[src/logic/flash_pump_pkg.sv]
// shared constants for the pump status register and programming entry logic
package flash_pump_pkg;

    // ==========================================================
    // pump status and power register layout
    localparam int NEG_SEL_HI = 5;               // negative level select msb
    localparam int NEG_SEL_LO = 4;               // negative level select lsb
    localparam int POS_SEL_HI = 1;               // positive level select msb
    localparam int POS_SEL_LO = 0;               // positive level select lsb
    localparam logic [8:0] REG_RESET = 9'h000;   // register reset value
    localparam logic [5:0] CTRL_MASK = 6'h33;    // bits 3..2 reserved, kept zero

    // ==========================================================
    // parallel programming port
    localparam logic [2:0] SEL_PUMP_REG = 3'h5;  // register-select code of this register

    // ==========================================================
    // mode pin encodings
    localparam logic [2:0] MODE_PROM = 3'h1;     // parallel writer mode
    localparam logic [2:0] MODE_USER_EXP = 3'h4; // user program, expanded bus
    localparam logic [2:0] MODE_USER_ONE = 3'h5; // user program, single chip
    localparam logic [2:0] MODE_BOOT_EXP = 3'h6; // boot, expanded bus
    localparam logic [2:0] MODE_BOOT_ONE = 3'h7; // boot, single chip
    localparam logic [1:0] STRAP_WAIT = 2'h2;    // cycles after release before capture

    // ==========================================================
    // boot download
    localparam longint BOOT_CORE_HZ = 33860000;  // core clock assumed by boot program
    localparam longint BOOT_BAUD = 38400;        // host bit rate in bps
    localparam logic [15:0] BOOT_BAUD_DIV = 16'(BOOT_CORE_HZ / (16 * BOOT_BAUD));
    localparam logic [31:0] LOADER_BASE = 32'h0803_0000; // first loader byte
    localparam logic [31:0] LOADER_LAST = 32'h0803_ffff; // last loader byte

    // ==========================================================
    // gate voltage codes in whole volts (magnitude)
    localparam logic [3:0] V4 = 4'h4;
    localparam logic [3:0] V5 = 4'h5;
    localparam logic [3:0] V6 = 4'h6;
    localparam logic [3:0] V7 = 4'h7;
    localparam logic [3:0] V8 = 4'h8;
    localparam logic [3:0] V9 = 4'h9;
    localparam logic [3:0] V10 = 4'ha;

    // boot download sequence, gray along the usual path
    typedef enum logic [1:0] {
        BOOT_IDLE = 2'b00,
        BOOT_SYNC = 2'b01,
        BOOT_LOAD = 2'b11,
        BOOT_DONE = 2'b10
    } boot_state_t;

endpackage

[src/logic/flash_pump_status_and_boot_entry.sv]
// pump status and power register with parallel port, and boot or user mode entry
//
// Operation
// - bit 8: erase power and negative below threshold
// - bit 7: negative pump discharged above threshold
// - bit 6: pumping while core supply low
// - bits 5:4 pick negative level under erase
// - bits 1:0 pick positive level when powered
// - verify enable switches positive level decoding
// - parallel write loads bits 5:0 only
// - parallel read drives all nine bits
// - internal bus access outside parallel mode
// - bits 3:2 reserved, zero
// - mode 6 or 7 enters boot
// - serial boot maps boot rom at zero
// - boot sets 38400 bps, loads via uart0
// - loader stored in ram window only
// - measure host low period for rate sync
// - mode 4 or 5 enables flash, user mode
// - erase/program power enable their pumps
// - verify bits enable positive gate pump
`timescale 1ns/10ps
`default_nettype none

module flash_pump_status_and_boot_entry #(
    parameter int MEAS_W = 16
) (
    // clock, reset, enable
    input wire logic clock,
    input wire logic rst_n,
    input wire logic clk_en,
    // mode pins, sampled after reset release
    input wire logic [2:0] mode_pins,
    // flash control register bits, same clock
    input wire logic prog_pump_on,
    input wire logic erase_pump_on,
    input wire logic prog_verify_on,
    input wire logic erase_verify_on,
    // analog comparators, asynchronous
    input wire logic neg_below_reach_level,
    input wire logic neg_above_disch_level,
    input wire logic core_supply_low,
    // internal bus access to this register
    input wire logic bus_sel,
    input wire logic bus_wr,
    input wire logic [8:0] bus_wdata,
    output logic [8:0] bus_rdata,
    // parallel programming port
    input wire logic [2:0] prom_reg_select,
    input wire logic prom_write_strobe_n,
    input wire logic prom_output_enable_n,
    input wire logic [15:0] prom_data_bus_in,
    output logic [15:0] prom_data_bus_out,
    output logic [15:0] prom_data_bus_oe,
    // pump controls
    output logic drain_pump_en,
    output logic pos_gate_pump_en,
    output logic neg_gate_pump_en,
    output logic [3:0] neg_gate_volts,
    output logic [3:0] pos_gate_volts,
    // mode entry
    output logic serial_boot_select,
    output logic boot_rom_at_zero,
    output logic flash_enable,
    output logic user_program_mode,
    output logic expanded_bus,
    output logic prom_mode,
    // boot download
    input wire logic uart0_rx_pin,
    input wire logic loader_byte_valid,
    input wire logic [7:0] loader_byte,
    output logic [15:0] uart0_baud_div,
    output logic [MEAS_W-1:0] host_low_cycles,
    output logic host_rate_locked,
    output logic ram_wr_en,
    output logic [31:0] ram_wr_addr,
    output logic [7:0] ram_wr_data,
    output logic loader_full
);

    // ==========================================================
    // level decoders
    // negative gate level under erase power
    function automatic logic [3:0] neg_level(input logic [1:0] code);
        case (code)
            2'b00: neg_level = flash_pump_pkg::V9;
            2'b01: neg_level = flash_pump_pkg::V10;
            2'b10: neg_level = flash_pump_pkg::V8;
            default: neg_level = flash_pump_pkg::V10;
        endcase
    endfunction
    // positive gate level, verify or program/erase table
    function automatic logic [3:0] pos_level(input logic [1:0] code, input logic vfy);
        if (vfy) begin
            case (code)
                2'b00: pos_level = flash_pump_pkg::V4;
                2'b01: pos_level = flash_pump_pkg::V5;
                2'b10: pos_level = flash_pump_pkg::V6;
                default: pos_level = flash_pump_pkg::V7;
            endcase
        end else begin
            case (code)
                2'b00: pos_level = flash_pump_pkg::V9;
                2'b01: pos_level = flash_pump_pkg::V8;
                2'b10: pos_level = flash_pump_pkg::V10;
                default: pos_level = flash_pump_pkg::V7;
            endcase
        end
    endfunction

    // ==========================================================
    // synchronisers for pins and comparators
    logic [2:0] cmp_meta_q;  // first stage, read only by the second
    logic [2:0] cmp_sync_q;  // reached, discharged, supply low
    logic [2:0] mode_meta_q; // first stage of mode pins
    logic [2:0] mode_sync_q; // synchronised mode pins
    logic [4:0] prom_meta_q; // select, strobe, output enable first stage
    logic [4:0] prom_sync_q; // synchronised parallel controls
    logic strobe_prev_q;     // delayed strobe for edge detect
    logic [5:0] pdata_meta_q; // parallel data first stage
    logic [5:0] pdata_sync_q; // parallel data second stage

    // every async input sees two flops before use
    always_ff @(posedge clock or negedge rst_n) begin
        if (!rst_n) begin
            cmp_meta_q <= 3'h0;
            cmp_sync_q <= 3'h0;
            mode_meta_q <= 3'h0;
            mode_sync_q <= 3'h0;
            prom_meta_q <= 5'h03;
            prom_sync_q <= 5'h03;
            strobe_prev_q <= 1'b1;
            pdata_meta_q <= 6'h00;
            pdata_sync_q <= 6'h00;
        end else if (clk_en) begin
            cmp_meta_q <= {core_supply_low, neg_above_disch_level, neg_below_reach_level};
            cmp_sync_q <= cmp_meta_q;
            mode_meta_q <= mode_pins;
            mode_sync_q <= mode_meta_q;
            prom_meta_q <= {prom_reg_select, prom_write_strobe_n, prom_output_enable_n};
            prom_sync_q <= prom_meta_q;
            strobe_prev_q <= prom_sync_q[1];
            pdata_meta_q <= prom_data_bus_in[5:0];
            pdata_sync_q <= pdata_meta_q;
        end
    end

    // ==========================================================
    // mode strap capture, once after reset release
    logic [1:0] strap_cnt_q; // settling count for the pin synchroniser
    logic strap_done_q;      // mode has been caught
    logic [2:0] mode_q;      // caught mode

    wire strap_take = !strap_done_q && strap_cnt_q == flash_pump_pkg::STRAP_WAIT;
    // the strap is caught by a clocked process, never by the reset itself
    always_ff @(posedge clock or negedge rst_n) begin
        if (!rst_n) begin
            strap_cnt_q <= 2'h0;
            strap_done_q <= 1'b0;
            mode_q <= 3'h0;
        end else if (clk_en) begin
            if (!strap_done_q) begin
                strap_cnt_q <= strap_cnt_q + 2'h1;
            end
            if (strap_take) begin
                mode_q <= mode_sync_q;
                strap_done_q <= 1'b1;
            end
        end
    end

    wire in_prom = strap_done_q && mode_q == flash_pump_pkg::MODE_PROM;
    wire in_boot = strap_done_q && (mode_q == flash_pump_pkg::MODE_BOOT_EXP
                                 || mode_q == flash_pump_pkg::MODE_BOOT_ONE);
    wire in_user = strap_done_q && (mode_q == flash_pump_pkg::MODE_USER_EXP
                                 || mode_q == flash_pump_pkg::MODE_USER_ONE);
    wire expanded = mode_q == flash_pump_pkg::MODE_BOOT_EXP
                 || mode_q == flash_pump_pkg::MODE_USER_EXP;
    // ==========================================================
    // register access decode
    logic [5:0] ctrl_q;      // writable control bits, reserved kept zero
    logic [2:0] status_q;    // registered status bits 8..6

    wire [2:0] psel = prom_sync_q[4:2];
    wire pstrobe = prom_sync_q[1];
    wire prom_hit = in_prom && psel == flash_pump_pkg::SEL_PUMP_REG;
    wire prom_wr = prom_hit && pstrobe && !strobe_prev_q;
    wire prom_rd = prom_hit && pstrobe;
    wire bus_write = !in_prom && bus_sel && bus_wr;
    wire bus_read = !in_prom && bus_sel && !bus_wr;
    wire [8:0] reg_view = {status_q, ctrl_q & flash_pump_pkg::CTRL_MASK};

    // control bits: parallel writer in its mode, internal bus otherwise
    always_ff @(posedge clock or negedge rst_n) begin
        if (!rst_n) begin
            ctrl_q <= flash_pump_pkg::REG_RESET[5:0];
        end else if (clk_en) begin
            if (prom_wr) begin
                ctrl_q <= pdata_sync_q & flash_pump_pkg::CTRL_MASK;
            end else if (bus_write) begin
                ctrl_q <= bus_wdata[5:0] & flash_pump_pkg::CTRL_MASK;
            end
        end
    end

    // ==========================================================
    // pump status flags, read only, never touched by writes
    wire any_pump = prog_pump_on | erase_pump_on;
    wire reach_now = erase_pump_on & cmp_sync_q[0];
    wire disch_now = cmp_sync_q[1];
    wire lowv_now = any_pump & cmp_sync_q[2];

    always_ff @(posedge clock or negedge rst_n) begin
        if (!rst_n) begin
            status_q <= flash_pump_pkg::REG_RESET[8:6];
        end else if (clk_en) begin
            status_q <= {reach_now, disch_now, lowv_now};
        end
    end

    // ==========================================================
    // read paths
    // internal bus read data holds the last read value
    always_ff @(posedge clock or negedge rst_n) begin
        if (!rst_n) begin
            bus_rdata <= 9'h000;
        end else if (clk_en && bus_read) begin
            bus_rdata <= reg_view;
        end
    end

    // parallel port drives nine bits while selected with strobe high
    always_ff @(posedge clock or negedge rst_n) begin
        if (!rst_n) begin
            prom_data_bus_out <= 16'h0000;
            prom_data_bus_oe <= 16'h0000;
        end else if (clk_en) begin
            prom_data_bus_out <= prom_rd ? {7'h00, reg_view} : 16'h0000;
            prom_data_bus_oe <= prom_rd ? 16'h01ff : 16'h0000;
        end
    end

    // ==========================================================
    // pump enables and level selection
    wire vfy = prog_verify_on | erase_verify_on;
    wire pos_on = any_pump | vfy;
    wire [3:0] neg_v = erase_pump_on ? neg_level(ctrl_q[5:4]) : 4'h0;
    wire [3:0] pos_v = pos_on ? pos_level(ctrl_q[1:0], vfy) : 4'h0;

    // verify decoding wins over program/erase decoding
    always_ff @(posedge clock or negedge rst_n) begin
        if (!rst_n) begin
            drain_pump_en <= 1'b0;
            pos_gate_pump_en <= 1'b0;
            neg_gate_pump_en <= 1'b0;
            neg_gate_volts <= 4'h0;
            pos_gate_volts <= 4'h0;
        end else if (clk_en) begin
            drain_pump_en <= prog_pump_on;
            neg_gate_pump_en <= erase_pump_on;
            pos_gate_pump_en <= pos_on;
            neg_gate_volts <= neg_v;
            pos_gate_volts <= pos_v;
        end
    end

    // ==========================================================
    // mode outputs
    always_ff @(posedge clock or negedge rst_n) begin
        if (!rst_n) begin
            serial_boot_select <= 1'b0;
            boot_rom_at_zero <= 1'b0;
            flash_enable <= 1'b0;
            user_program_mode <= 1'b0;
            expanded_bus <= 1'b0;
            prom_mode <= 1'b0;
        end else if (clk_en) begin
            serial_boot_select <= in_boot;
            boot_rom_at_zero <= in_boot;
            flash_enable <= in_user;
            user_program_mode <= in_user;
            expanded_bus <= strap_done_q && expanded;
            prom_mode <= in_prom;
        end
    end

    // ==========================================================
    // host rate measurement on uart channel 0
    flash_pump_pkg::boot_state_t state_q; // boot download state
    flash_pump_pkg::boot_state_t state_d;
    logic meas_valid;                     // meter has a low period
    logic [MEAS_W-1:0] meas_cycles;       // measured low period

    low_period_meter #(
        .CNT_W(MEAS_W)
    ) u_meter (
        .clock(clock),
        .rst_n(rst_n),
        .clk_en(clk_en),
        .arm(state_q != flash_pump_pkg::BOOT_IDLE),
        .rx_pin(uart0_rx_pin),
        .low_cycles_q(meas_cycles),
        .valid_q(meas_valid)
    );

    // ==========================================================
    // boot download sequence
    logic [31:0] wr_ptr_q; // next ram byte address
    wire at_last = wr_ptr_q == flash_pump_pkg::LOADER_LAST;
    wire take_byte = state_q == flash_pump_pkg::BOOT_LOAD && loader_byte_valid;
    // idle until boot entry, sync to host, load, then stop at window end
    always_comb begin
        state_d = state_q;
        case (state_q)
            flash_pump_pkg::BOOT_IDLE: if (in_boot) state_d = flash_pump_pkg::BOOT_SYNC;
            flash_pump_pkg::BOOT_SYNC: if (meas_valid) state_d = flash_pump_pkg::BOOT_LOAD;
            flash_pump_pkg::BOOT_LOAD:
                if (take_byte && at_last) state_d = flash_pump_pkg::BOOT_DONE;
            flash_pump_pkg::BOOT_DONE: state_d = flash_pump_pkg::BOOT_DONE;
            default: state_d = flash_pump_pkg::BOOT_IDLE;
        endcase
    end
    always_ff @(posedge clock or negedge rst_n) begin
        if (!rst_n) begin
            state_q <= flash_pump_pkg::BOOT_IDLE;
        end else if (clk_en) begin
            state_q <= state_d;
        end
    end
    // baud divisor preset on boot entry for the assumed core clock
    always_ff @(posedge clock or negedge rst_n) begin
        if (!rst_n) begin
            uart0_baud_div <= 16'h0000;
            host_low_cycles <= '0;
            host_rate_locked <= 1'b0;
        end else if (clk_en) begin
            if (state_q == flash_pump_pkg::BOOT_IDLE && in_boot) begin
                uart0_baud_div <= flash_pump_pkg::BOOT_BAUD_DIV;
            end
            if (state_q == flash_pump_pkg::BOOT_SYNC && meas_valid) begin
                host_low_cycles <= meas_cycles;
                host_rate_locked <= 1'b1;
            end
        end
    end
    // loader bytes go to ram; the pointer never leaves the window
    always_ff @(posedge clock or negedge rst_n) begin
        if (!rst_n) begin
            wr_ptr_q <= flash_pump_pkg::LOADER_BASE;
            ram_wr_en <= 1'b0;
            ram_wr_addr <= flash_pump_pkg::LOADER_BASE;
            ram_wr_data <= 8'h00;
            loader_full <= 1'b0;
        end else if (clk_en) begin
            ram_wr_en <= take_byte;
            if (take_byte) begin
                ram_wr_addr <= wr_ptr_q;
                ram_wr_data <= loader_byte;
                if (!at_last) begin
                    wr_ptr_q <= wr_ptr_q + 32'h1;
                end
            end
            loader_full <= state_d == flash_pump_pkg::BOOT_DONE;
        end
    end

endmodule

`default_nettype wire

[src/logic/low_period_meter.sv]
// measures the first low period on the serial boot line
`timescale 1ns/10ps
`default_nettype none

module low_period_meter #(
    parameter int CNT_W = 16
) (
    // clock and reset
    input wire logic clock,
    input wire logic rst_n,
    input wire logic clk_en,
    // control
    input wire logic arm,                    // level: measuring allowed
    // serial line from the pin
    input wire logic rx_pin,
    // result
    output logic [CNT_W-1:0] low_cycles_q,   // measured low period in clocks
    output logic valid_q                     // level: a low period was caught
);

    // ==========================================================
    // pin synchroniser
    logic rx_meta_q;   // first stage, read only by the second
    logic rx_sync_q;   // second stage
    logic rx_prev_q;   // previous synchronised level for edges
    logic [CNT_W-1:0] run_q; // running low count

    wire fall = rx_prev_q & ~rx_sync_q;
    wire rise = ~rx_prev_q & rx_sync_q;
    wire run_max = &run_q;

    // two flops before any logic sees the line
    always_ff @(posedge clock or negedge rst_n) begin
        if (!rst_n) begin
            rx_meta_q <= 1'b1;
            rx_sync_q <= 1'b1;
            rx_prev_q <= 1'b1;
        end else if (clk_en) begin
            rx_meta_q <= rx_pin;
            rx_sync_q <= rx_meta_q;
            rx_prev_q <= rx_sync_q;
        end
    end

    // ==========================================================
    // low run counter, saturating so a stuck line cannot wrap
    always_ff @(posedge clock or negedge rst_n) begin
        if (!rst_n) begin
            run_q <= '0;
        end else if (clk_en) begin
            if (fall) begin
                run_q <= CNT_W'(1);
            end else if (!rx_sync_q && !run_max) begin
                run_q <= run_q + CNT_W'(1);
            end
        end
    end

    // capture on the rising edge that ends the first low run after arming
    always_ff @(posedge clock or negedge rst_n) begin
        if (!rst_n) begin
            low_cycles_q <= '0;
            valid_q <= 1'b0;
        end else if (clk_en) begin
            if (!arm) begin
                valid_q <= 1'b0;
            end else if (rise && !valid_q && run_q != '0) begin
                low_cycles_q <= run_q;
                valid_q <= 1'b1;
            end
        end
    end

endmodule

`default_nettype wire

[config.mk]
export PLATFORM = sky130hd
export DESIGN_NAME = flash_pump_status_and_boot_entry
export DESIGN_NICKNAME = d
export VERILOG_FILES = /design/src/logic/flash_pump_pkg.sv /design/src/logic/flash_pump_status_and_boot_entry.sv /design/src/logic/low_period_meter.sv
export SDC_FILE = /design/constraint.sdc
export NUM_CORES = 1
export LEC_CHECK = 0
export BUFFER_PORTS_ARGS = -buffer_cell sky130_fd_sc_hd__buf_4
export CAP_MARGIN = 20
export CORE_UTILIZATION = 55
export DETAILED_ROUTE_END_ITERATION = 8
export PLACE_DENSITY = 0.77
export SLEW_MARGIN = 20
export SYNTH_ARGS = -nofsm -noshare
export SYNTH_HDL_FRONTEND = slang
export SYNTH_SLANG_ARGS = --single-unit
export TNS_END_PERCENT = 50
[constraint.sdc]
create_clock -name clock -period 2.45 [get_ports clock]
set_input_delay 0.245 -clock clock [delete_from_list [all_inputs] [get_ports clock]]
set_output_delay 0.245 -clock clock [all_outputs]
set_load 0.02 [all_outputs]
Yosys cells after proc, flatten, opt, wreduce, memory -nomap -nowiden

Index checks and enable logic that the tools add are counted.

Flip-flop bits (word level): 234

Add/subtract/negate cells: 3
Reductions and logical operators: 47
Bitwise operators: 11
Eq/ne operators: 16
Multiplexer cells: 18

Operators with widths:

| operator                                               | number |
|---|---|
| adder 32 x 1 -> 32 bit (second input constant)         | 1 |
| equality test 32 x 28 -> 1 bit (second input constant) | 1 |
| two-way mux 16 bit                                     | 2 |
| logical AND 1 bit                                      | 19 |
| two-way mux 9 bit                                      | 2 |
| adder 16 x 1 -> 16 bit (second input constant)         | 1 |
| AND reduction 16 bit                                   | 1 |
| AND reduction 2 bit                                    | 8 |
| nonzero test 16 bit                                    | 1 |
| equality test 3 bit (second input constant)            | 5 |
| equality test 2 bit (second input constant)            | 6 |
| two-way mux 4 bit                                      | 3 |
| two-way mux 6 bit                                      | 2 |
| case mux 4 bit (3 select lines)                        | 1 |
| case mux 2 bit (4 select lines)                        | 1 |
| logical NOT 1 bit                                      | 7 |
| logical NOT 2 bit                                      | 3 |
| two-way mux 2 bit                                      | 3 |
| case mux 2 bit (3 select lines)                        | 1 |
| AND reduction 3 bit                                    | 2 |
| nonzero test 2 bit                                     | 3 |
| AND 1 bit                                              | 4 |
| equality test 2 x 1 -> 1 bit (second input constant)   | 2 |
| NOT 1 bit                                              | 4 |
| other kinds (7)                                        | 12 |

Longest topological paths before layout

Gate-level depths: netlist of the first run.

Depth after elaboration: 7
Mapped depth: 7
Mapped depth without buffers: 6

Hierarchy

A second synthesis of the first run with hierarchy kept.

Cell total of the unflattened synthesis: 798
Area total of the unflattened synthesis: 8901.0 µm²

Modules (own cells, without submodules):

| module                           | cells an instance | times used | area each (µm²) | sequential area each (µm²) |
|---|---|---|---|---|
| flash_pump_status_and_boot_entry | 619               | 1          | 6993.0          | 4115.2 |
| low_period_meter                 | 179               | 1          | 1908.1          | 904.6 |

Worst setup path after synthesis of the first run

OpenSTA, ideal clock, no wires.

Path type: reg2reg
Start: register u_meter.run_q[5]
End: register u_meter.low_cycles_q[10]
Clock period less this slack: 1.985 ns
Slack: 0.465 ns
Arrival time: 1.860 ns
Cell stages (with the launch flop): 7
Setup time: 0.125 ns
Required time: 2.325 ns
Cell sequence: dfrtp_1 or4_1 nor4_1 a31oi_1 o21ai_2 buf_6 mux2_4

Cells in the longest elaborated chain, start to end: 3

Ends and longest elaborated chain:

| item                          | RTL line               | RTL |
|---|---|---|
| start, declared               | low_period_meter.sv:26 | `logic [CNT_W-1:0] run_q;` |
| start signal, assigned        | low_period_meter.sv:54 | `run_q <= run_q + CNT_W'(1);` |
| nonzero test 16 bit           | low_period_meter.sv:67 | `end else if (rise && !valid_q && run_q != '0) begin` |
| logical AND 1 bit             | low_period_meter.sv:67 |  |
| AND reduction 3 bit (no line) | --                     |  |
| end signal, assigned          | low_period_meter.sv:68 | `low_cycles_q <= run_q;` |
| end, declared                 | low_period_meter.sv:17 | `output logic [CNT_W-1:0] low_cycles_q,` |

Every way passes these cells.
A chain may end at the register's enable or synchronous reset.

Worst setup path after layout of the first run

Start: register u_meter.run_q[5]
End: register u_meter.low_cycles_q[4]

Same word-level chain as after synthesis.

==> flow_summary_export.csv, run 1 <==
group,metric,value,unit
run_status,status,"finished clean",
yosys,async_reset_ff_share,100.0,%
clock_tree,cts_num_sinks,200,
critical_path,worstPathBufferInverterCount,1,
grt,grt_pass1_wl,29350,microns
floorplanning,core_area,15370,sq um
timing,slew_viol_final,0,
critical_path,worstPathRequired,2760,ps
clock_tree,postCtsHoldBufs,9,
clock_tree,numCtsBuffers,17,
timing,slew_headroom,42.35,%
place,placement.io_buffers,139,
place,gp_congestion,0.8842,
grt,first_global_vias,5827,
clock_tree,cts_resized,0,
clock_tree,clockBufferDepth,2,
critical_path,slowest_delay,540,ps
critical_path,cp_max_fo,16,
grt,grt_overflow,0,
floorplanning,start_util,56.93,%
floorplanning,fp.dieW,128.1,microns
yosys,yosysWarnings,0,
yosys,synth_top_area_share,53.76,%
yosys,synth_cell_types,58,
grt,grt_usage,22.79,%
yosys,ys_top_cells_by_area,"dfrtp_1, mux2_2, nand2_1",
yosys,netlist_instances,775,
yosys,yosysSeqAreaShare,57.36,%
critical_path,worst-path-stages,6,
grt,grt_start_max_net_pins,85,
pwr,p_per_area,872.0,nW/um^2
clock_tree,cts_tree,"built",
finish,final_cell_mix,"dfrtp_1, buf_4, nand2_1, mux2_2, xnor2_1",
timing,rsz0062_at_grt,"false",
run,cap_violations,0,
detailed_routing,wl_per_cell,15.13,microns
finish,fill_cells,1142,
critical_path,critPathLaunchType,"flop",
yosys,synth_area_per_cell,11.29,sq um
timing,fmax,454.9,MHz
grt,antenna_found_initial,0,
finish,nets,977,
finish,layout_commonest_cell,"dfrtp_1",
timing,hold_viol_final,0,
critical_path,crit_slowest_cell,"or4_1",
critical_path,path_cells,"or4_1 > nor4_1 > a31oi_1 > o21ai_2 > buf_12 > mux2_2",
hold_path,worstHoldPathCells,2,
detailed_routing,vias_per_cell,5.254,
timing,setup_viol,0,
detailed_routing,drt-total-wl,17240,microns
finish,register_area,5020,sq um
critical_path,cp_top_family,"simple AND/OR/NAND/NOR gates",
timing,setup_tns,0,ps
pwr,ir_drop,0.5791,mV
yosys,yosys.area.top_type,"dfrtp_1",
place,placed_area,9883,sq um
timing,min_period,2198,ps
place,post-dp-hpwl,11820,microns
clock_tree,htreeDepth,4,
yosys,ys.flop_type,"dfrtp_1",
finish,n_antenna_cell,0,
timing,worstMarginPinSlew,853.5,ps
timing,finClkSkew,8.833,ps
clock_tree,cts.clk_slew.worst_paths,80,ps
finish,drive_above_1_share,31.90,%
clock_tree,worstSkewPairLatency,430,ps
detailed_routing,route.detailed.drc,0,
yosys,synth_area,8751,sq um
floorplanning,die_h,128.1,microns
critical_path,end_kind,"flop",
detailed_routing,drt_pass1_iterations,4,
finish,multi_input_comb_area,3314,sq um
yosys,synth_seq_cells,200,
critical_path,crit_arrival,2510,ps
floorplanning,die-area,16420,sq um
detailed_routing,vias,5984,
finish,stdcell_area,10580,sq um
floorplanning,rows,45,
floorplanning,io_pins,188,
hold_path,hold_class,"in -> reg",
detailed_routing,drt_iter0_drc,357,
pwr,p_leak,5.199,nW
critical_path,r2r_cells,6,
finish,areaGrowthSynthToFinish,20.87,%
critical_path,crit_type,"reg -> reg",
clock_tree,postCtsSetupBuffers,0,
detailed_routing,drtAntennaViolNets,0,
clock_tree,root_buffer,"clkbuf_16",
timing,timing.final.crit_share,89.72,%
yosys,synth_edf_count,0,
## final cells by class
| class | count | area share [%] |
|---|---|---|
| clock buffers | 17 | 4.022 |
| clock inverters | 15 | 1.692 |
| inverters | 14 | 0.4968 |
| multi-input cells | 513 | 31.33 |
| flip-flops and latches | 200 | 47.46 |
| well taps | 211 | 2.496 |
| repair buffers | 169 | 12.50 |
## synth_stat cells, types with 12 or more instances
cell type,number
nor2_1,20
mux2_2,68
o21ai_0,30
buf_4,45
nand3_1,25
clkbuf_1,20
nand4_1,18
xnor2_1,31
dfrtp_1,188
dfstp_2,12
and3_1,12
nand2_1,156
inv_1,13
## power breakdown
| group | switching (mW) | internal [mW] | leakage, nW |
|---|---|---|---|
| Clock | 1.34 | 1.47 | 0.294 |
| Combinational | 1.10 | 0.973 | 2.33 |
| Sequential | 0.449 | 3.89 | 2.58 |
| Total | 2.89 | 6.33 | 5.20 |
## final timing paths
| path | startpoint | end | slack [ps] |
|---|---|---|---|
| setup / recovery | u_meter.run_q[5] | u_meter.low_cycles_q[4] | 250 |
| hold / removal | prom_reg_select[1] | prom_meta_q[3] | 40 |
| setup reg to reg | u_meter.run_q[5] | u_meter.low_cycles_q[4] | 250 |
| hold reg to reg | ram_wr_addr[27] | ram_wr_addr[27] | 460 |
| max in group asynchronous | rst_n | ctrl_q[4] | 1230 |
| min in group asynchronous | rst_n | host_low_cycles[11] | 430 |
## logic make-up (layout without fill, tap and decap cells)
| kind of cell | after synthesis | count (layout) | share of synthesized area (%) |
|---|---|---|---|
| other cells | 1 | 30 | 0.04285 |
| buf+inv | 91 | 215 | 6.005 |
| mux | 83 | 83 | 11.04 |
| simple gates | 286 | 286 | 15.68 |
| fa+ha+maj | 7 | 7 | 1.001 |
| compound gates | 74 | 74 | 5.562 |
| flops | 200 | 200 | 57.36 |
| xor+xnor | 33 | 33 | 3.303 |
## sequential cells by signal, summed over array words and instances, names as in the netlist, 2 cells and up
register,flops
prom_meta_q,4
bus_rdata,7
state_q,2
cmp_meta_q,3
cmp_sync_q,3
status_q,3
ctrl_q,4
ram_wr_data,8
mode_meta_q,3
pdata_sync_q,4
prom_sync_q,4
mode_sync_q,3
strap_cnt_q,2
u_meter.run_q,16
u_meter.low_cycles_q,16
prom_data_bus_out,7
wr_ptr_q,32
neg_gate_volts,2
mode_q,3
ram_wr_addr,32
pos_gate_volts,4
host_low_cycles,16
pdata_meta_q,4
## layer usage
layer | part of all wire, % | wire, microns | vias up | GRT usage, %
met5 | 0 | 0 | - | 0
met4 | 1.2 | 200 | 0 | 6.298
met3 | 4.1 | 702 | 18 | 5.008
met2 | 48 | 8353 | 143 | 37.40
met1 | 46 | 7981 | 2944 | 30.70
li1 | - | - | 2879 | -
## per-stage QoR
| stage | total power [mW] | instances | hold WS, ps | util [%] | worst slack, ps |
|---|---|---|---|---|---|
| 6_report | 9.223 | 1139 | 38.07 | 68.82 | 251.8 |
| 3_3_place_gp | 6.395 | 1098 | 343.0 | 64.30 | 298.0 |
| 3_5_place_dp | 6.460 | 1098 | 342.5 | 64.30 | 292.4 |
| 2_1_floorplan | 5.619 | 804 | -50.59 | - | 465.0 |
| 5_1_grt | 9.716 | 1139 | 19.31 | 68.82 | 75.34 |
| 4_1_cts | 9.309 | 1139 | 23.24 | 68.82 | 262.6 |
Power figures use the tool's default switching activity.
==> run 2: changes to the inputs <==
- CORE_ASPECT_RATIO: not set -> 0.8
- SETUP_SLACK_MARGIN: not set -> 0.5
==> run 2 against run 1 <==
Sequential share of layout area down 1.1 points; clock power down 3%; final area up 2.5%; critical path depth unchanged; clock skew up 4.6 ps.
==> flow_summary_export.csv, run 2 (synthesis results as in run 1) <==
group,metric,value,unit
run_status,status,"finished clean",
detailed_routing,wl_per_cell,15.58,microns
critical_path,critPathLaunchType,"flop",
place,placed_area,9864,sq um
critical_path,crit_start,"u_meter.run_q[7]",
floorplanning,fp.dieW,143.0,microns
timing,hold_viol_final,0,
detailed_routing,drt_iter0_drc,377,
pwr,p_per_area,852.8,nW/um^2
timing,slew_viol_final,0,
timing,slew_headroom,40.18,%
finish,multi_input_comb_area,3495,sq um
floorplanning,die-area,16420,sq um
place,placement.io_buffers,139,
clock_tree,clockBufferDepth,2,
timing,timing.final.crit_share,84.12,%
timing,fin_ws,389.2,ps
grt,first_global_vias,5794,
grt,grt_usage,23.58,%
floorplanning,rows,40,
grt,antenna_found_initial,0,
place,gp_congestion,0.8591,
finish,register_area,5029,sq um
pwr,p_leak,5.279,nW
finish,final_cell_mix,"dfrtp_1, buf_4, nand2_1, mux2_2, xnor2_1",
place,place_ws,316.7,ps
clock_tree,cts_num_sinks,200,
critical_path,worstPathRequired,2760,ps
detailed_routing,vias,6010,
floorplanning,die_h,114.8,microns
timing,worstMarginPinSlew,885.7,ps
critical_path,end_kind,"flop",
grt,grt_start_max_net_pins,61,
pwr,ir_drop,0.5740,mV
timing,fmax,485.2,MHz
detailed_routing,drt_pass1_iterations,4,
finish,areaGrowthSynthToFinish,23.85,%
finish,layout_commonest_cell,"dfrtp_1",
grt,grt_overflow,0,
clock_tree,cts.clk_slew.worst_paths,80,ps
hold_path,hold_class,"in -> reg",
place,post-dp-hpwl,11990,microns
finish,drive_above_1_share,35.22,%
finish,post-route-util,71.00,%
finish,n_antenna_cell,0,
clock_tree,worstSkewPairLatency,440,ps
hold_path,min_from,"prom_reg_select[2]",
critical_path,crit_arrival,2370,ps
floorplanning,core_area,15260,sq um
clock_tree,numCtsBuffers,17,
run,cap_violations,0,
detailed_routing,drtAntennaViolNets,0,
floorplanning,io_pins,188,
timing,finClkSkew,13.44,ps
detailed_routing,vias_per_cell,5.240,
finish,reg_top3,"ram_wr_addr x32, wr_ptr_q x32",
detailed_routing,route.detailed.drc,0,
finish,fill_cells,1131,
grt,grt_pass1_wl,30090,microns
timing,min_period,2061,ps
timing,setup_tns,0,ps
critical_path,r2r-start,"u_meter.run_q[7]",
finish,stdcell_area,10840,sq um
clock_tree,htreeDepth,4,
pwr,totalPowerFinal,9.243,mW
critical_path,cp_max_fo,8,
detailed_routing,drt-total-wl,17870,microns
clock_tree,root_buffer,"clkbuf_16",
timing,setup_viol,0,
finish,nets,986,
floorplanning,start_util,57.33,%
timing,rsz0062_at_grt,"true",
critical_path,crit_type,"reg -> reg",
clock_tree,cts_tree,"built",
-- run 2: repair_timing --
item                                    CTS  global route
resized for setup                        31            14
setup buffers                             8             4
endpoints found under the hold margin    50             0
cloned                                    1             0
hold buffers                              9             0
pin swaps                                 4             3
endpoints found under the setup margin   45            52
-- run 2: per-layer routing --
layer  routed length, microns  track usage, %  vias up  share of wire (%)
met5                        0               0        -                  0
met4                      205           7.742        0                1.1
met3                      763           5.456       14                4.3
met2                     8326           35.25      134                 47
met1                     8574           34.19     2970                 48
li1                         -               -     2892                  -
-- run 2: layout make-up --
type / instances / area share (%)
Tap cell: 210 / 2.424
Multi-Input combinational cell: 513 / 32.24
Clock buffer: 17 / 3.925
Inverter: 14 / 0.4849
Timing Repair Buffer: 178 / 13.14
Sequential cell: 200 / 46.40
Clock inverter: 15 / 1.385
-- run 2: final timing paths --
kind,end,slack (ps),cells past startpoint
setup / recovery,u_meter.low_cycles_q[0],390,6
setup reg to reg,u_meter.low_cycles_q[0],390,6
min in group asynchronous,host_low_cycles[12],300,2
hold reg to reg,ram_wr_addr[27],470,2
hold / removal,prom_meta_q[4],30,2
max in group asynchronous,wr_ptr_q[27],1290,3
-- run 2: through the flow --
step	hold slack, ps	std cells
2_1_floorplan	-50.59	804
3_3_place_gp	209.1	1093
3_5_place_dp	207.9	1093
4_1_cts	14.96	1143
5_1_grt	14.57	1147
6_report	31.84	1147
-- run 2: where the power goes --
part / leakage [nW] / switching (mW) / internal [mW] / total [mW]
Clock: 0.274 / 1.36 / 1.36 / 2.72
Combinational: 2.44 / 1.14 / 1.04 / 2.17
Sequential: 2.57 / 0.455 / 3.89 / 4.35
Total: 5.28 / 2.95 / 6.29 / 9.24
-- run 2: worst max-delay path, cell delays in order (launching register included) --
cell and delay (ps):
dfrtp_1 410, or4_4 550, nor4_4 200, a31oi_4 140, o21ai_4 140, buf_12 170
mux2_2 330
==> run 3: changes to the inputs <==
- CORE_UTILIZATION: 55 -> 49
- PLACE_DENSITY: 0.77 -> 0.73
- clock period: 2.45 -> 1.84 ns (I/O delays scaled with it)
==> run 3 against run 2 <==
Core utilization shrank 0.18 points; critical path depth stayed put; first-iteration DRC count down 18%; power up 43%; hold slack lost 14 ps; the flow now finishes with violations (negative setup slack).
==> flow_summary_export.csv, run 3 (synthesis results as in run 1) <==
group,metric,value,unit
grt,grt_overflow,0,
timing,slew_headroom,40.45,%
clock_tree,worstSkewPairLatency,440,ps
grt,grt_start_max_net_pins,61,
finish,post-route-util,70.82,%
critical_path,worstPathRequired,2160,ps
floorplanning,core_area,17380,sq um
grt,grt_pass1_wl,32840,microns
clock_tree,cts.clk_slew.worst_paths,90,ps
timing,finClkSkew,10.95,ps
finish,drive_above_1_share,45.37,%
detailed_routing,drt_pass1_iterations,5,
timing,timing.final.crit_share,109.8,%
finish,layout_commonest_cell,"buf_4",
floorplanning,die_h,121.5,microns
detailed_routing,drt_iter0_drc,310,
critical_path,end_kind,"flop",
clock_tree,htreeDepth,4,
detailed_routing,drt-total-wl,20570,microns
timing,fin_ws,-180.6,ps
place,gp_congestion,0.8590,
timing,fmax,494.9,MHz
critical_path,crit_arrival,2340,ps
critical_path,cp_max_fo,16,
timing,worstMarginPinSlew,881.7,ps
clock_tree,root_buffer,"clkbuf_16",
finish,reg_top3,"ram_wr_addr x32, wr_ptr_q x32",
detailed_routing,vias_per_cell,5.192,
detailed_routing,drtAntennaViolNets,0,
place,placed_area,10450,sq um
grt,antenna_found_initial,0,
run_status,status,"finished, violations left",
floorplanning,io_pins,188,
pwr,ir_drop,0.7549,mV
critical_path,crit_type,"reg -> reg",
critical_path,cp_top_family,"simple AND/OR/NAND/NOR gates",
timing,slew_viol_final,0,
place,placedCellCount,1158,
timing,setup_viol,36,
run_status,violations,"negative setup slack",
finish,areaGrowthSynthToFinish,40.63,%
place,post-dp-hpwl,12940,microns
critical_path,crit_slowest_cell,"or4_4",
finish,stdcell_area,12310,sq um
grt,grt_usage,23.16,%
critical_path,critPathLaunchType,"flop",
critical_path,path_cells,"or4_4 > nor4_4 > a31oi_1 > o21ai_2 > buf_12 > mux2_2",
detailed_routing,vias,6490,
finish,n_antenna_cell,0,
run,cap_violations,0,
timing,rsz0062_at_grt,"true",
floorplanning,start_util,50.36,%
critical_path,slowest_delay,560,ps
finish,final_cell_mix,"buf_4, dfrtp_1, nand2_1, mux2_2, conb_1",
detailed_routing,route.detailed.drc,0,
floorplanning,fp.dieW,151.4,microns
finish,fill_cells,1188,
floorplanning,die-area,18400,sq um
place,placement.io_buffers,139,
clock_tree,cts_num_sinks,200,
pwr,p_leak,6.040,nW
clock_tree,numCtsBuffers,17,
detailed_routing,wl_per_cell,16.46,microns
clock_tree,clockBufferDepth,2,
floorplanning,rows,43,
critical_path,worstPathBufferInverterCount,1,
grt,first_global_vias,6366,
timing,hold_viol_final,0,
finish,nets,1074,
timing,min_period,2021,ps
clock_tree,cts_tree,"built",
pwr,p_per_area,1075,nW/um^2
finish,stdcell_count,1250,
hold_path,hold_class,"in -> reg",
-- run 3: changes by cell type in the layout (fill, tap and decap cells not counted), sizes merged --
cell | before | now
buf | 167 | 240
dlygate4sd3 | 9 | 25
clkinv | 2 | 5
clkinvlp | 3 | 0
bufinv | 0 | 1
clkbuf | 19 | 18
inv | 24 | 23
-- run 3: area by class of cell --
class	count	area [sq um]	area share, %
inverters	14	52.55	0.4270
repair buffers	266	2280	18.52
clock buffers	17	425.4	3.457
well taps	225	281.5	2.288
flip-flops and latches	200	5026	40.84
clock inverters	15	210.2	1.708
multi-input cells	513	4031	32.76
-- run 3: layer usage --
| metal | up-vias | global-route usage [%] | share of wire [%] |
|---|---|---|---|
| li1 | 3070 | - | - |
| met1 | 3235 | 32.02 | 45 |
| met2 | 163 | 36.30 | 50 |
| met3 | 22 | 5.805 | 4.2 |
| met4 | 0 | 6.375 | 1.1 |
| met5 | - | 0 | 0 |
-- run 3: worst paths after layout --
path | endpoint | start | cells past startpoint | slack, ps
setup reg to reg | u_meter.low_cycles_q[0] | u_meter.run_q[7] | 6 | -180
max in group asynchronous | wr_ptr_q[17] | rst_n | 3 | 880
setup / recovery | u_meter.low_cycles_q[0] | u_meter.run_q[7] | 6 | -180
hold reg to reg | strap_cnt_q[0] | strap_cnt_q[0] | 1 | 470
hold / removal | ctrl_q[1] | bus_wdata[1] | 3 | 20
min in group asynchronous | host_low_cycles[0] | rst_n | 2 | 310
-- run 3: timing repair --
item / in CTS / in global routing
endpoints found under the hold margin: 72 / 0
setup buffers: 18 / 13
resized for setup: 101 / 50
hold buffers: 25 / 0
pin swaps: 61 / 58
setup endpoints to repair: 104 / 122
cloned: 4 / 0
-- run 3: power by group --
part / leakage [nW] / internal, mW / switching [mW]
combinational: 3.16 / 1.75 / 1.79
sequential: 2.57 / 5.18 / 0.570
clock: 0.309 / 2.01 / 1.93
total: 6.04 / 8.93 / 4.29
-- run 3: metrics by stage --
| stage | hold slack, ps | power, mW | setup TNS [ps] | worst slack, ps |
|---|---|---|---|---|
| after floorplan | -111.6 | 7.532 | -1473 | -141.2 |
| after global placement | 207.3 | 8.704 | -1681 | -127.2 |
| after detailed placement | 220.2 | 8.825 | -2813 | -200.5 |
| after CTS | 0.07969 | 13.19 | -2850 | -165.8 |
| after global routing | 10.64 | 13.91 | -5940 | -241.5 |
| final | 17.77 | 13.22 | -3662 | -180.6 |
-- run 3: worst min-delay path, stage by stage --
cell,delay [ps]
buf_4,80
mux2i_1,50
o21ai_1,100
